--- src/drift_comp_pkg.sv ---
/*
  constants shared by the drift compensation control block and its settings stage.
  assumes an 8-bit register index and 24-bit register data.
*/
package drift_comp_pkg;
  localparam int ADDR_W = 8;
  localparam int DATA_W = 24;
  localparam int RP_FRAC_BITS = 20;
  localparam int RP_INT_BITS = DATA_W - RP_FRAC_BITS;

  // register indices
  localparam logic [ADDR_W-1:0] IDX_MEAS_CFG_ONE = 8'h01;
  localparam logic [ADDR_W-1:0] IDX_VIRT_RP_MULT = 8'h07;
  localparam logic [ADDR_W-1:0] IDX_GAIN_DRIFT = 8'h08;
  localparam logic [ADDR_W-1:0] IDX_OFFSET_DRIFT = 8'h09;
  localparam logic [ADDR_W-1:0] IDX_COMP_STATUS = 8'h10;
  localparam logic [ADDR_W-1:0] IDX_TEMP_RATIO = 8'hf5;

  // measurement_config_one fields
  localparam int COMP_EN_BIT = 6;
  localparam int SRC_INTERNAL_BIT = 8;
  localparam int RP_EN_BIT = 11;

  // comp status fields
  localparam int ST_ACTIVE_BIT = 0;
  localparam int ST_WAIT_BIT = 1;
  localparam int ST_RP_BIT = 2;
  localparam int ST_SRC_BIT = 3;

  localparam logic [DATA_W-1:0] DATA_ZERO = 24'h000000;
  localparam logic [DATA_W-1:0] CFG_ONE_RESET = 24'h000000;
  localparam logic [DATA_W-1:0] FACTOR_RESET = 24'h000000;

  typedef enum logic [0:0] {ST_IDLE, ST_TEMP_WAIT} cycle_state_e;
endpackage
--- src/comp_settings_if.sv ---
/*
  carries software settings and the applied copy between the control block and
  its settings stage. assumes one clock shared by both ends.
*/
`timescale 1ns/10ps
interface comp_settings_if;
  logic update;
  logic cfg_en;
  logic cfg_internal;
  logic cfg_rp_en;
  logic [drift_comp_pkg::DATA_W-1:0] cfg_rp;
  logic [drift_comp_pkg::DATA_W-1:0] cfg_gain;
  logic [drift_comp_pkg::DATA_W-1:0] cfg_offset;
  logic app_en;
  logic app_internal;
  logic app_rp_en;
  logic [drift_comp_pkg::DATA_W-1:0] app_rp;
  logic [drift_comp_pkg::DATA_W-1:0] app_gain;
  logic [drift_comp_pkg::DATA_W-1:0] app_offset;

  modport ctrl (
    output update, cfg_en, cfg_internal, cfg_rp_en, cfg_rp, cfg_gain, cfg_offset,
    input app_en, app_internal, app_rp_en, app_rp, app_gain, app_offset
  );
  modport stage (
    input update, cfg_en, cfg_internal, cfg_rp_en, cfg_rp, cfg_gain, cfg_offset,
    output app_en, app_internal, app_rp_en, app_rp, app_gain, app_offset
  );
endinterface

--- src/comp_settings_stage.sv ---
/*
  holds the settings that post-processing applies; takes a new copy only on update, at the
  end of a measurement cycle or after its internal temperature run. assumes update is a one-cycle pulse on clk.
*/
`timescale 1ns/10ps
module comp_settings_stage (
  // clock and reset
  input wire logic clk,
  input wire logic nrst,
  // settings
  comp_settings_if.stage s
);
  localparam logic [drift_comp_pkg::DATA_W-1:0] Z = drift_comp_pkg::DATA_ZERO;

  // disabled correction carries no factors at all
  wire logic [drift_comp_pkg::DATA_W-1:0] gain_next = s.cfg_en ? s.cfg_gain : Z;
  wire logic [drift_comp_pkg::DATA_W-1:0] offset_next = s.cfg_en ? s.cfg_offset : Z;
  wire logic rp_en_next = s.cfg_en & s.cfg_rp_en;
  wire logic [drift_comp_pkg::DATA_W-1:0] rp_next = rp_en_next ? s.cfg_rp : Z;

  always_ff @(posedge clk or negedge nrst)
  begin
    if (!nrst)
    begin
      s.app_en <= 1'b0;
      s.app_internal <= 1'b0;
      s.app_rp_en <= 1'b0;
      s.app_rp <= Z;
      s.app_gain <= Z;
      s.app_offset <= Z;
    end
    else if (s.update)
    begin
      s.app_en <= s.cfg_en;
      s.app_internal <= s.cfg_internal;
      s.app_rp_en <= rp_en_next;
      s.app_rp <= rp_next;
      s.app_gain <= gain_next;
      s.app_offset <= offset_next;
    end
  end
endmodule

--- src/drift_comp_ctrl.sv ---
/*
  register file and cycle sequencing for load cell temperature drift correction.
  assumes the measurement engine runs on clk and drives cycle_end and temp_done
  as one-cycle pulses; software uses the plain register port.
*/
// Local design decisions: strobed register access and the placing of the registers.
`timescale 1ns/10ps
module drift_comp_ctrl (
  // clock and reset
  input wire logic clk,
  input wire logic nrst,
  // register port
  input wire logic [drift_comp_pkg::ADDR_W-1:0] addr,
  input wire logic [drift_comp_pkg::DATA_W-1:0] wdata,
  input wire logic wr,
  input wire logic rd,
  output logic [drift_comp_pkg::DATA_W-1:0] rdata,
  // measurement cycle
  input wire logic cycle_end,
  output logic temp_start,
  input wire logic temp_done,
  input wire logic [drift_comp_pkg::DATA_W-1:0] temp_ratio,
  output logic results_update,
  // applied correction
  output logic comp_active,
  output logic sel_internal_temp,
  output logic rspan_meas_en,
  output logic rp_active,
  output logic [drift_comp_pkg::DATA_W-1:0] rp_mult,
  output logic [drift_comp_pkg::RP_INT_BITS-1:0] rp_int,
  output logic [drift_comp_pkg::RP_FRAC_BITS-1:0] rp_frac,
  output logic [drift_comp_pkg::DATA_W-1:0] gain_factor,
  output logic [drift_comp_pkg::DATA_W-1:0] offset_factor
);
  logic [drift_comp_pkg::DATA_W-1:0] cfg_one_reg;
  logic [drift_comp_pkg::DATA_W-1:0] rp_reg;
  logic [drift_comp_pkg::DATA_W-1:0] gain_reg;
  logic [drift_comp_pkg::DATA_W-1:0] offset_reg;
  logic [drift_comp_pkg::DATA_W-1:0] ratio_reg;
  logic [drift_comp_pkg::DATA_W-1:0] rdata_reg;
  drift_comp_pkg::cycle_state_e state_reg;
  drift_comp_pkg::cycle_state_e state_next;

  comp_settings_if sif ();

  comp_settings_stage u_stage (
    .clk(clk),
    .nrst(nrst),
    .s(sif.stage)
  );

  // register decode
  wire logic hit_cfg = addr == drift_comp_pkg::IDX_MEAS_CFG_ONE;
  wire logic hit_rp = addr == drift_comp_pkg::IDX_VIRT_RP_MULT;
  wire logic hit_gain = addr == drift_comp_pkg::IDX_GAIN_DRIFT;
  wire logic hit_offset = addr == drift_comp_pkg::IDX_OFFSET_DRIFT;
  wire logic hit_status = addr == drift_comp_pkg::IDX_COMP_STATUS;
  wire logic hit_ratio = addr == drift_comp_pkg::IDX_TEMP_RATIO;

  wire logic want_en = cfg_one_reg[drift_comp_pkg::COMP_EN_BIT];
  wire logic want_internal = cfg_one_reg[drift_comp_pkg::SRC_INTERNAL_BIT];
  wire logic want_rp = cfg_one_reg[drift_comp_pkg::RP_EN_BIT];

  // status word
  logic [drift_comp_pkg::DATA_W-1:0] status_word;
  always_comb
  begin
    status_word = drift_comp_pkg::DATA_ZERO;
    status_word[drift_comp_pkg::ST_ACTIVE_BIT] = sif.app_en;
    status_word[drift_comp_pkg::ST_WAIT_BIT] = state_reg == drift_comp_pkg::ST_TEMP_WAIT;
    status_word[drift_comp_pkg::ST_RP_BIT] = sif.app_rp_en;
    status_word[drift_comp_pkg::ST_SRC_BIT] = sif.app_internal;
  end

  // unmapped indices read as zero
  wire logic [drift_comp_pkg::DATA_W-1:0] read_mux =
    hit_cfg ? cfg_one_reg :
    hit_rp ? rp_reg :
    hit_gain ? gain_reg :
    hit_offset ? offset_reg :
    hit_status ? status_word :
    hit_ratio ? ratio_reg : drift_comp_pkg::DATA_ZERO;

  always_ff @(posedge clk or negedge nrst)
  begin
    if (!nrst)
    begin
      cfg_one_reg <= drift_comp_pkg::CFG_ONE_RESET;
      rp_reg <= drift_comp_pkg::FACTOR_RESET;
      gain_reg <= drift_comp_pkg::FACTOR_RESET;
      offset_reg <= drift_comp_pkg::FACTOR_RESET;
    end
    else if (wr)
    begin
      if (hit_cfg)
        cfg_one_reg <= wdata;
      if (hit_rp)
        rp_reg <= wdata;
      if (hit_gain)
        gain_reg <= wdata;
      if (hit_offset)
        offset_reg <= wdata;
    end
  end

  // read data stand for one cycle only
  always_ff @(posedge clk or negedge nrst)
  begin
    if (!nrst)
      rdata_reg <= drift_comp_pkg::DATA_ZERO;
    else
      rdata_reg <= rd ? read_mux : drift_comp_pkg::DATA_ZERO;
  end
  assign rdata = rdata_reg;

  // cycle end: one internal temperature run when enabled with internal source, then all results together
  wire logic need_temp = want_en & want_internal;
  wire logic temp_kick = cycle_end & need_temp & (state_reg == drift_comp_pkg::ST_IDLE);
  wire logic temp_fin = temp_done & (state_reg == drift_comp_pkg::ST_TEMP_WAIT);

  always_comb
  begin
    state_next = state_reg;
    case (state_reg)
      drift_comp_pkg::ST_IDLE:
        if (temp_kick)
          state_next = drift_comp_pkg::ST_TEMP_WAIT;
      drift_comp_pkg::ST_TEMP_WAIT:
        if (temp_done)
          state_next = drift_comp_pkg::ST_IDLE;
      default:
        state_next = drift_comp_pkg::ST_IDLE;
    endcase
  end

  always_ff @(posedge clk or negedge nrst)
  begin
    if (!nrst)
      state_reg <= drift_comp_pkg::ST_IDLE;
    else
      state_reg <= state_next;
  end

  always_ff @(posedge clk or negedge nrst)
  begin
    if (!nrst)
      ratio_reg <= drift_comp_pkg::DATA_ZERO;
    else if (temp_fin)
      ratio_reg <= temp_ratio;
  end

  assign temp_start = temp_kick;
  assign results_update = temp_fin |
    (cycle_end & !need_temp & (state_reg == drift_comp_pkg::ST_IDLE));

  // settings handed to the applied stage
  assign sif.update = results_update;
  assign sif.cfg_en = want_en;
  assign sif.cfg_internal = want_internal;
  assign sif.cfg_rp_en = want_rp;
  assign sif.cfg_rp = rp_reg;
  assign sif.cfg_gain = gain_reg;
  assign sif.cfg_offset = offset_reg;

  assign comp_active = sif.app_en;
  assign sel_internal_temp = sif.app_en & sif.app_internal;
  assign rspan_meas_en = sif.app_en & !sif.app_internal;
  assign rp_active = sif.app_rp_en;
  assign rp_mult = sif.app_rp;
  // signed 4.20: top bits integer part, rest fraction
  assign rp_int = sif.app_rp[drift_comp_pkg::DATA_W-1:drift_comp_pkg::RP_FRAC_BITS];
  assign rp_frac = sif.app_rp[drift_comp_pkg::RP_FRAC_BITS-1:0];
  assign gain_factor = sif.app_gain;
  assign offset_factor = sif.app_offset;
endmodule

--- config.mk ---
export PLATFORM = sky130hd
export DESIGN_NAME = drift_comp_ctrl
export DESIGN_NICKNAME = d
export VERILOG_FILES = /design/src/drift_comp_pkg.sv /design/src/comp_settings_if.sv /design/src/comp_settings_stage.sv /design/src/drift_comp_ctrl.sv
export SDC_FILE = /design/constraint.sdc
export NUM_CORES = 1
export LEC_CHECK = 0
export BUFFER_PORTS_ARGS = -buffer_cell sky130_fd_sc_hd__buf_2
export CAP_MARGIN = 20
export CORE_ASPECT_RATIO = 1.5
export CORE_UTILIZATION = 45
export DETAILED_ROUTE_END_ITERATION = 10
export HOLD_SLACK_MARGIN = 0.02
export MAX_ROUTING_LAYER = met4
export PLACE_DENSITY = 0.7
export SYNTH_ARGS = -nofsm -noshare
export SYNTH_HDL_FRONTEND = slang
export SYNTH_SLANG_ARGS = --single-unit
--- constraint.sdc ---
create_clock -name clk -period 4.4 [get_ports clk]
set_clock_uncertainty 0.2 [all_clocks]
set_input_delay 0.88 -clock clk [delete_from_list [all_inputs] [get_ports clk]]
set_output_delay 0.88 -clock clk [all_outputs]
set_load 0.01 [all_outputs]
==> results.ini, run 1 <==
[floorplan]
core_sq_um = 21000
die-width_um = 121
die_h_um = 181
ios = 188
row_count = 65
start_util_pct = 45.9
die_area_sq_um = 22000

[cts]
cts_buffer_depth = 3
cts_tree = yes
cts_sinks = 220
cts_made_buffers = 22
post_cts_buffers = 0
clk_pin_slew_ns = 0.06
cts_htree_levels = 1
worstSkewPairLatency_ns = 0.50
ctsHoldBuffers = 0
cts_resized = 0
cts_root_buffer = clkbuf_16

[placed_design]
portBuffers = 187
placed_area_sq_um = 10600
gp_congestion = 0.868
dpl.hpwl_mm = 19.0

[setup_path]
critPathMaxFanout = 33
rrSetupSlack_ns = 2.04
r2r-end = u_stage.s.app_internal$_DFFE_PN0P_
cp.arrival_ns = 1.79
crit_type = in2out
endpoint_kind = output pin
critPathLaunchType = primary input
rr_startpoint = cfg_one_reg[8]$_DFFE_PN0P_
cp.required_ns = 3.32
worstRegToRegCells = 4

[final_layout]
nFillCells = 1844
synthToLayoutAreaGrowth_pct = 18.5
nets = 1043
drive_above_1_share_pct = 36.8
final_design_area_no_fill_sq_um = 11400
final-seq-area_sq_um = 5510
fin_util_pct = 54.4
multi_input_area_sq_um = 3680

[outcome]
run_status = completed

[global_routing]
grt_usage_pct = 25.4
grt_pass1_wl_mm = 41.1
grt_max_degree = 105
grt_pass1_vias = 7265
overflow = 0
antenna_found_initial = 3

[synth]
ys_seq_area_share_pct = 57.2
netlist_area_sq_um = 9630
synth_seq_cells = 220
synth_warnings = 0
synth_area_leaders = dfrtp_1 (57%), mux2_2 (12%), nand2_1 (4.2%)
synthArstFlopShare_pct = 100
yosys.area.top_type = dfrtp_1
synth-main-ff-cell = dfrtp_1
ys_types = 43
syn_nets = 902
synth_top_area_share_pct = 57.2
synth_area_per_cell_sq_um = 11.5
synth_cells = 840
synth_enable_flop_cells = 0

[sta]
setup_tns_ns = 0
final_max_slew_viol_count = 0
fin_crit_sh_pct = 65.3
slew_headroom_pct = 43.3
hold_viol_final = 0
tightest_slew_ns = 0.846
setup_violations = 0
rsz0062_at_grt = no
clock.fmax_ghz = 0.348
fin_hold_ws_ns = 0.211
period_minus_slack_ns = 2.87

[route]
wl_met1_mm = 10.3
dr_wl_met2_mm = 14.1
drt_wl_total_mm = 26.6
route.vias.total = 7274
dr.pass1.iters = 5
antenna_left = 0
avgRoutedWirePerCell_um = 21.0
drt_iter0_drc = 497
dr_wl_met3_mm = 1.29
drc = 0
viasPerCell = 5.74
top_layer = met4

[pwr]
comb_power_share_pct = 6.3
p_sw_share_pct = 23.3
clkPwrFrac_pct = 43.9
finalPower_mw = 4.33
p_sw_mw = 1.01
internal-power_mw = 3.32
irDropWorstVdd_mv = 0.309
power-per-cell-area_nw_per_um2 = 380
leakagePower_nw = 5.76
seqPwrFrac_pct = 49.8

[run]
cap_violations = 0

[hold_path]
worstHoldPathType = in2async

cells in the final DEF (no fill, tap or decap), drive strengths merged, types with 20 or more instances in the layout:
master  instances
dfrtp         220
clkbuf         34
o21ai          76
nand4          21
a22o           24
mux2          120
nand2b         22
a21oi          24
o221a          20
nor2           28
nand3          21
a22oi          20
buf           207
nand2         107
critical path: stages:
cell and delay (ns):
buf_2 0.10, nand2b_1 0.12, o21a_4 0.38, inv_1 0.14, buf_2 0.17
synth_stat cells (2+ instances only):
| cell | n |
|---|---|
| a21oi_1 | 24 |
| a221oi_1 | 3 |
| a22o_1 | 24 |
| a22oi_1 | 20 |
| a2bb2oi_1 | 6 |
| and2_0 | 2 |
| and2_1 | 4 |
| and3_1 | 2 |
| buf_2 | 9 |
| buf_4 | 26 |
| clkbuf_1 | 54 |
| dfrtp_1 | 220 |
| inv_1 | 4 |
| mux2_1 | 21 |
| mux2_2 | 99 |
| nand2_1 | 107 |
| nand2b_1 | 22 |
| nand3_1 | 21 |
| nand4_1 | 21 |
| nor2_1 | 27 |
| nor2b_1 | 2 |
| nor3_1 | 2 |
| o21a_1 | 2 |
| o21ai_0 | 76 |
| o221a_1 | 4 |
| o221a_2 | 16 |
| o22ai_1 | 5 |
| or4_1 | 2 |
cell families after synthesis:
family                 count (synthesis)  synth area share, %
buffers and inverters                 94                 4.80
multiplexers                         120                 14.0
AO/OA/AOI/OAI                        183                 12.8
AND/OR/NAND/NOR                      223                 11.2
flip-flops                           220                 57.2
power groups by stage:
stage | sequential, mW | clock [mW] | combinational [mW]
5_1_grt | 2.16 | 2.02 | 0.302
2_1_floorplan | 2.16 | 0 | 0.143
4_1_cts | 2.16 | 1.93 | 0.276
6_report | 2.16 | 1.90 | 0.273
3_5_place_dp | 2.19 | 0 | 0.274
3_3_place_gp | 2.19 | 0 | 0.268
worst max path at each step:
stage	slack, ns	startpoint	end	cells past startpoint
2_1_floorplan	1.76	addr[3]	rp_reg[10]$_DFFE_PN0P_	7
6_report	1.53	cycle_end	results_update	5
4_1_cts	1.51	cycle_end	results_update	5
5_1_grt	1.42	cfg_one_reg[8]$_DFFE_PN0P_	results_update	4
3_5_place_dp	1.16	addr[0]	rdata[0]$_DFF_PN0_	7
3_3_place_gp	1.19	addr[0]	rdata[0]$_DFF_PN0_	7
metal layers:
| metal | track usage, % | vias up |
|---|---|---|
| met5 | - | - |
| met4 | 10.6 | 0 |
| met3 | 3.31 | 65 |
| met2 | 43.5 | 260 |
| met1 | 29.5 | 3686 |
| li1 | - | 3263 |
per-stage QoR:
step                      setup slack, ns  std cells
after floorplan                      1.76        840
after global placement               1.19       1224
after detailed placement             1.16       1224
after CTS                            1.51       1264
after global routing                 1.42       1268
final                                1.53       1268
cell type report:
class,count,share of cell area (%)
sequential,220,48.2
multi-input combinational,526,32.2
timing repair buffer,207,9.89
clock buffer,34,5.93
tap,268,2.94
clock inverter,6,0.570
inverter,4,0.132
antenna,3,0.0658
Power figures use the tool's default switching activity.
==> run 2: changes to the inputs <==
--- a/config.mk
+++ b/config.mk
@@ -12,7 +12,7 @@
 export DETAILED_ROUTE_END_ITERATION = 10
 export HOLD_SLACK_MARGIN = 0.02
 export MAX_ROUTING_LAYER = met4
-export PLACE_DENSITY = 0.7
+export PLACE_DENSITY = 0.73
 export SYNTH_ARGS = -nofsm -noshare
 export SYNTH_HDL_FRONTEND = slang
 export SYNTH_SLANG_ARGS = --single-unit
==> constraint.sdc (replaced) <==
create_clock -name clk -period 2.3 [get_ports clk]
set_clock_uncertainty 0.2 [all_clocks]
set_input_delay 0.46 -clock clk [delete_from_list [all_inputs] [get_ports clk]]
set_output_delay 0.46 -clock clk [all_outputs]
set_load 0.01 [all_outputs]
==> run 2 against run 1 <==
Effect of this change: total power up 94%; largest power group unchanged; first-iteration DRC count increased by 1.4%; utilization up 3.1 points; critical path type unchanged.
==> results.ini, run 2 (same netlist as run 1, synthesis figures left out) <==
[outcome]
run_status = completed  ; unchanged

[final_layout]
drive_above_1_share_pct = 38.5  ; was 36.8%
nets = 1113  ; was 1043
layoutNonFillerInstCount = 1335  ; was 1268
final_common_cell = dfrtp_1  ; unchanged
synthToLayoutAreaGrowth_pct = 25.3  ; was 18.5%
layout_common_cells = dfrtp_1 (219), buf_2 (186), nand2_1 (107), mux2_2 (99), o21ai_0 (76)  ; unchanged

[cts]
cts_htree_levels = 1  ; unchanged
cts_tree = yes  ; unchanged
clk_pin_slew_ns = 0.06  ; about the same
cts_sinks = 220  ; unchanged
worstSkewPairLatency_ns = 0.51  ; was 0.50 ns
cts_made_buffers = 22  ; unchanged
post_cts_buffers = 0  ; unchanged
cts_buffer_depth = 3  ; unchanged
cts_root_buffer = clkbuf_16  ; unchanged

[floorplan]
ios = 188  ; unchanged
die_h_um = 181  ; unchanged
row_count = 65  ; unchanged
die_area_sq_um = 22000  ; unchanged
die-width_um = 121  ; unchanged
start_util_pct = 45.9  ; unchanged
core_sq_um = 21000  ; unchanged

[setup_path]
rrSetupSlack_ns = 0.50  ; was 2.04 ns
critPathLaunchType = primary input  ; unchanged
worstRegToRegCells = 4  ; unchanged
cp.arrival_ns = 1.57  ; was 1.79 ns
endpoint_kind = output pin  ; unchanged
crit_type = in2out  ; unchanged
startpoint = temp_done  ; was cycle_end
r2r-end = u_stage.s.app_internal$_DFFE_PN0P_  ; unchanged
rr_startpoint = state_reg$_DFF_PN0_  ; was cfg_one_reg[8]$_DFFE_PN0P_
cp.required_ns = 1.64  ; was 3.32 ns
endpoint = results_update  ; unchanged
critPathMaxFanout = 4  ; was 33

[placed_design]
dp_worst_setup_slack_ns = -0.0995  ; was 1.16 ns
portBuffers = 187  ; unchanged
dpl.hpwl_mm = 20.4  ; was 19.0 mm
placed_cells = 1268  ; was 1224
gp_congestion = 0.987  ; was 0.868

[run]
cap_violations = 0  ; unchanged

[global_routing]
grt_max_degree = 123  ; was 105
grt_pass1_vias = 7753  ; was 7265
grt_usage_pct = 27.7  ; was 25.4%
grt_pass1_wl_mm = 44.9  ; was 41.1 mm
overflow = 0  ; unchanged
antenna_found_initial = 1  ; was 3

[sta]
tightest_slew_ns = 0.554  ; was 0.846 ns
hold_viol_final = 0  ; unchanged
setup_tns_ns = 0  ; unchanged
setup_violations = 0  ; unchanged
fin_crit_sh_pct = 97.0
period_minus_slack_ns = 2.23
slew_headroom_pct = 63.1  ; was 43.3%
clock.fmax_ghz = 0.448
rsz0062_at_grt = no  ; unchanged
layout_setup_ws_ns = 0.0683  ; was 1.53 ns
final_max_slew_viol_count = 0  ; unchanged

[pwr]
leakagePower_nw = 6.11  ; was 5.76 nW
power-per-cell-area_nw_per_um2 = 696  ; was 380 nW/um^2
irDropWorstVdd_mv = 0.549  ; was 0.309 mV

[route]
dr_wl_met3_mm = 1.44  ; was 1.29 mm
viasPerCell = 5.68  ; was 5.74
antenna_left = 0  ; unchanged
route.vias.total = 7587  ; was 7274
top_layer = met4  ; unchanged
drt_wl_total_mm = 28.5  ; was 26.6 mm
drc = 0  ; unchanged
drt_iter0_drc = 504  ; was 497
wl_met1_mm = 10.9  ; was 10.3 mm
dr_wl_met2_mm = 15.0  ; was 14.1 mm
dr.pass1.iters = 5  ; unchanged
avgRoutedWirePerCell_um = 21.4  ; was 21.0 um

[hold_path]
worstHoldPathType = in2reg  ; was in2async
hp-start = wdata[14]

## run 2: cell count changes in the layout (fill, tap and decap cells not counted), moves of 2 or more
cell / delta
clkbuf_8: -2
buf_4: +37
buf_12: +7
dlygate4sd3_1: +27
diode_2: -2
## run 2: worst min-delay path by stage
stage / end / depth (start not counted)
after detailed placement: u_stage.s.app_rp[18]$_DFFE_PN0P_ / 1
after global placement: u_stage.s.app_rp[18]$_DFFE_PN0P_ / 1
after floorplan: cfg_one_reg[0]$_DFFE_PN0P_ / 0
after global routing: gain_reg[22]$_DFFE_PN0P_ / 2
final: gain_reg[14]$_DFFE_PN0P_ / 2
after CTS: gain_reg[14]$_DFFE_PN0P_ / 2
## run 2: final cells by class
type	count	area, sq um
Fill cell	1788	8920
Timing Repair Buffer	277	1790
Clock inverter	8	108
Tap cell	268	335
Antenna cell	1	2.50
Multi-Input combinational cell	526	3690
Clock buffer	31	624
Sequential cell	220	5510
Inverter	4	15.0
## run 2: timing repair
action | 4_1_cts | 5_1_grt
hold buffers | 27 | 0
endpoints found under the hold margin | 82 | 0
resized for setup | 0 | 1
endpoints found under the setup margin | 0 | 1
## run 2: metal layers
layer / GRT usage [%] / vias up
li1: - / 3406
met1: 33.3 / 3822
met2: 47.1 / 281
met3: 2.94 / 78
met4: 11.2 / 0
met5: - / -
## run 2: through the flow
stage	area (sq um)	total power [mW]	hold WS [ns]	util (%)
floorplan	9630	4.41	-0.0356	-
detailed placement	11100	4.78	0.253	52.7
finish	12100	8.40	0.0352	57.5
global route	12100	8.67	0.0309	57.5
CTS	12100	8.44	0.0211	57.5
global placement	11100	4.77	0.252	52.7
## run 2: critical path, cell delays in order
cell and delay [ns]:
dlygate4sd3_1 0.54, buf_2 0.13, nand2_1 0.09, o21a_4 0.14, inv_1 0.07, buf_2 0.14
## run 2: where the power goes
part	internal, mW	switching, mW
logic	0.270	0.360
clock network	2.13	1.52
registers	4.01	0.115
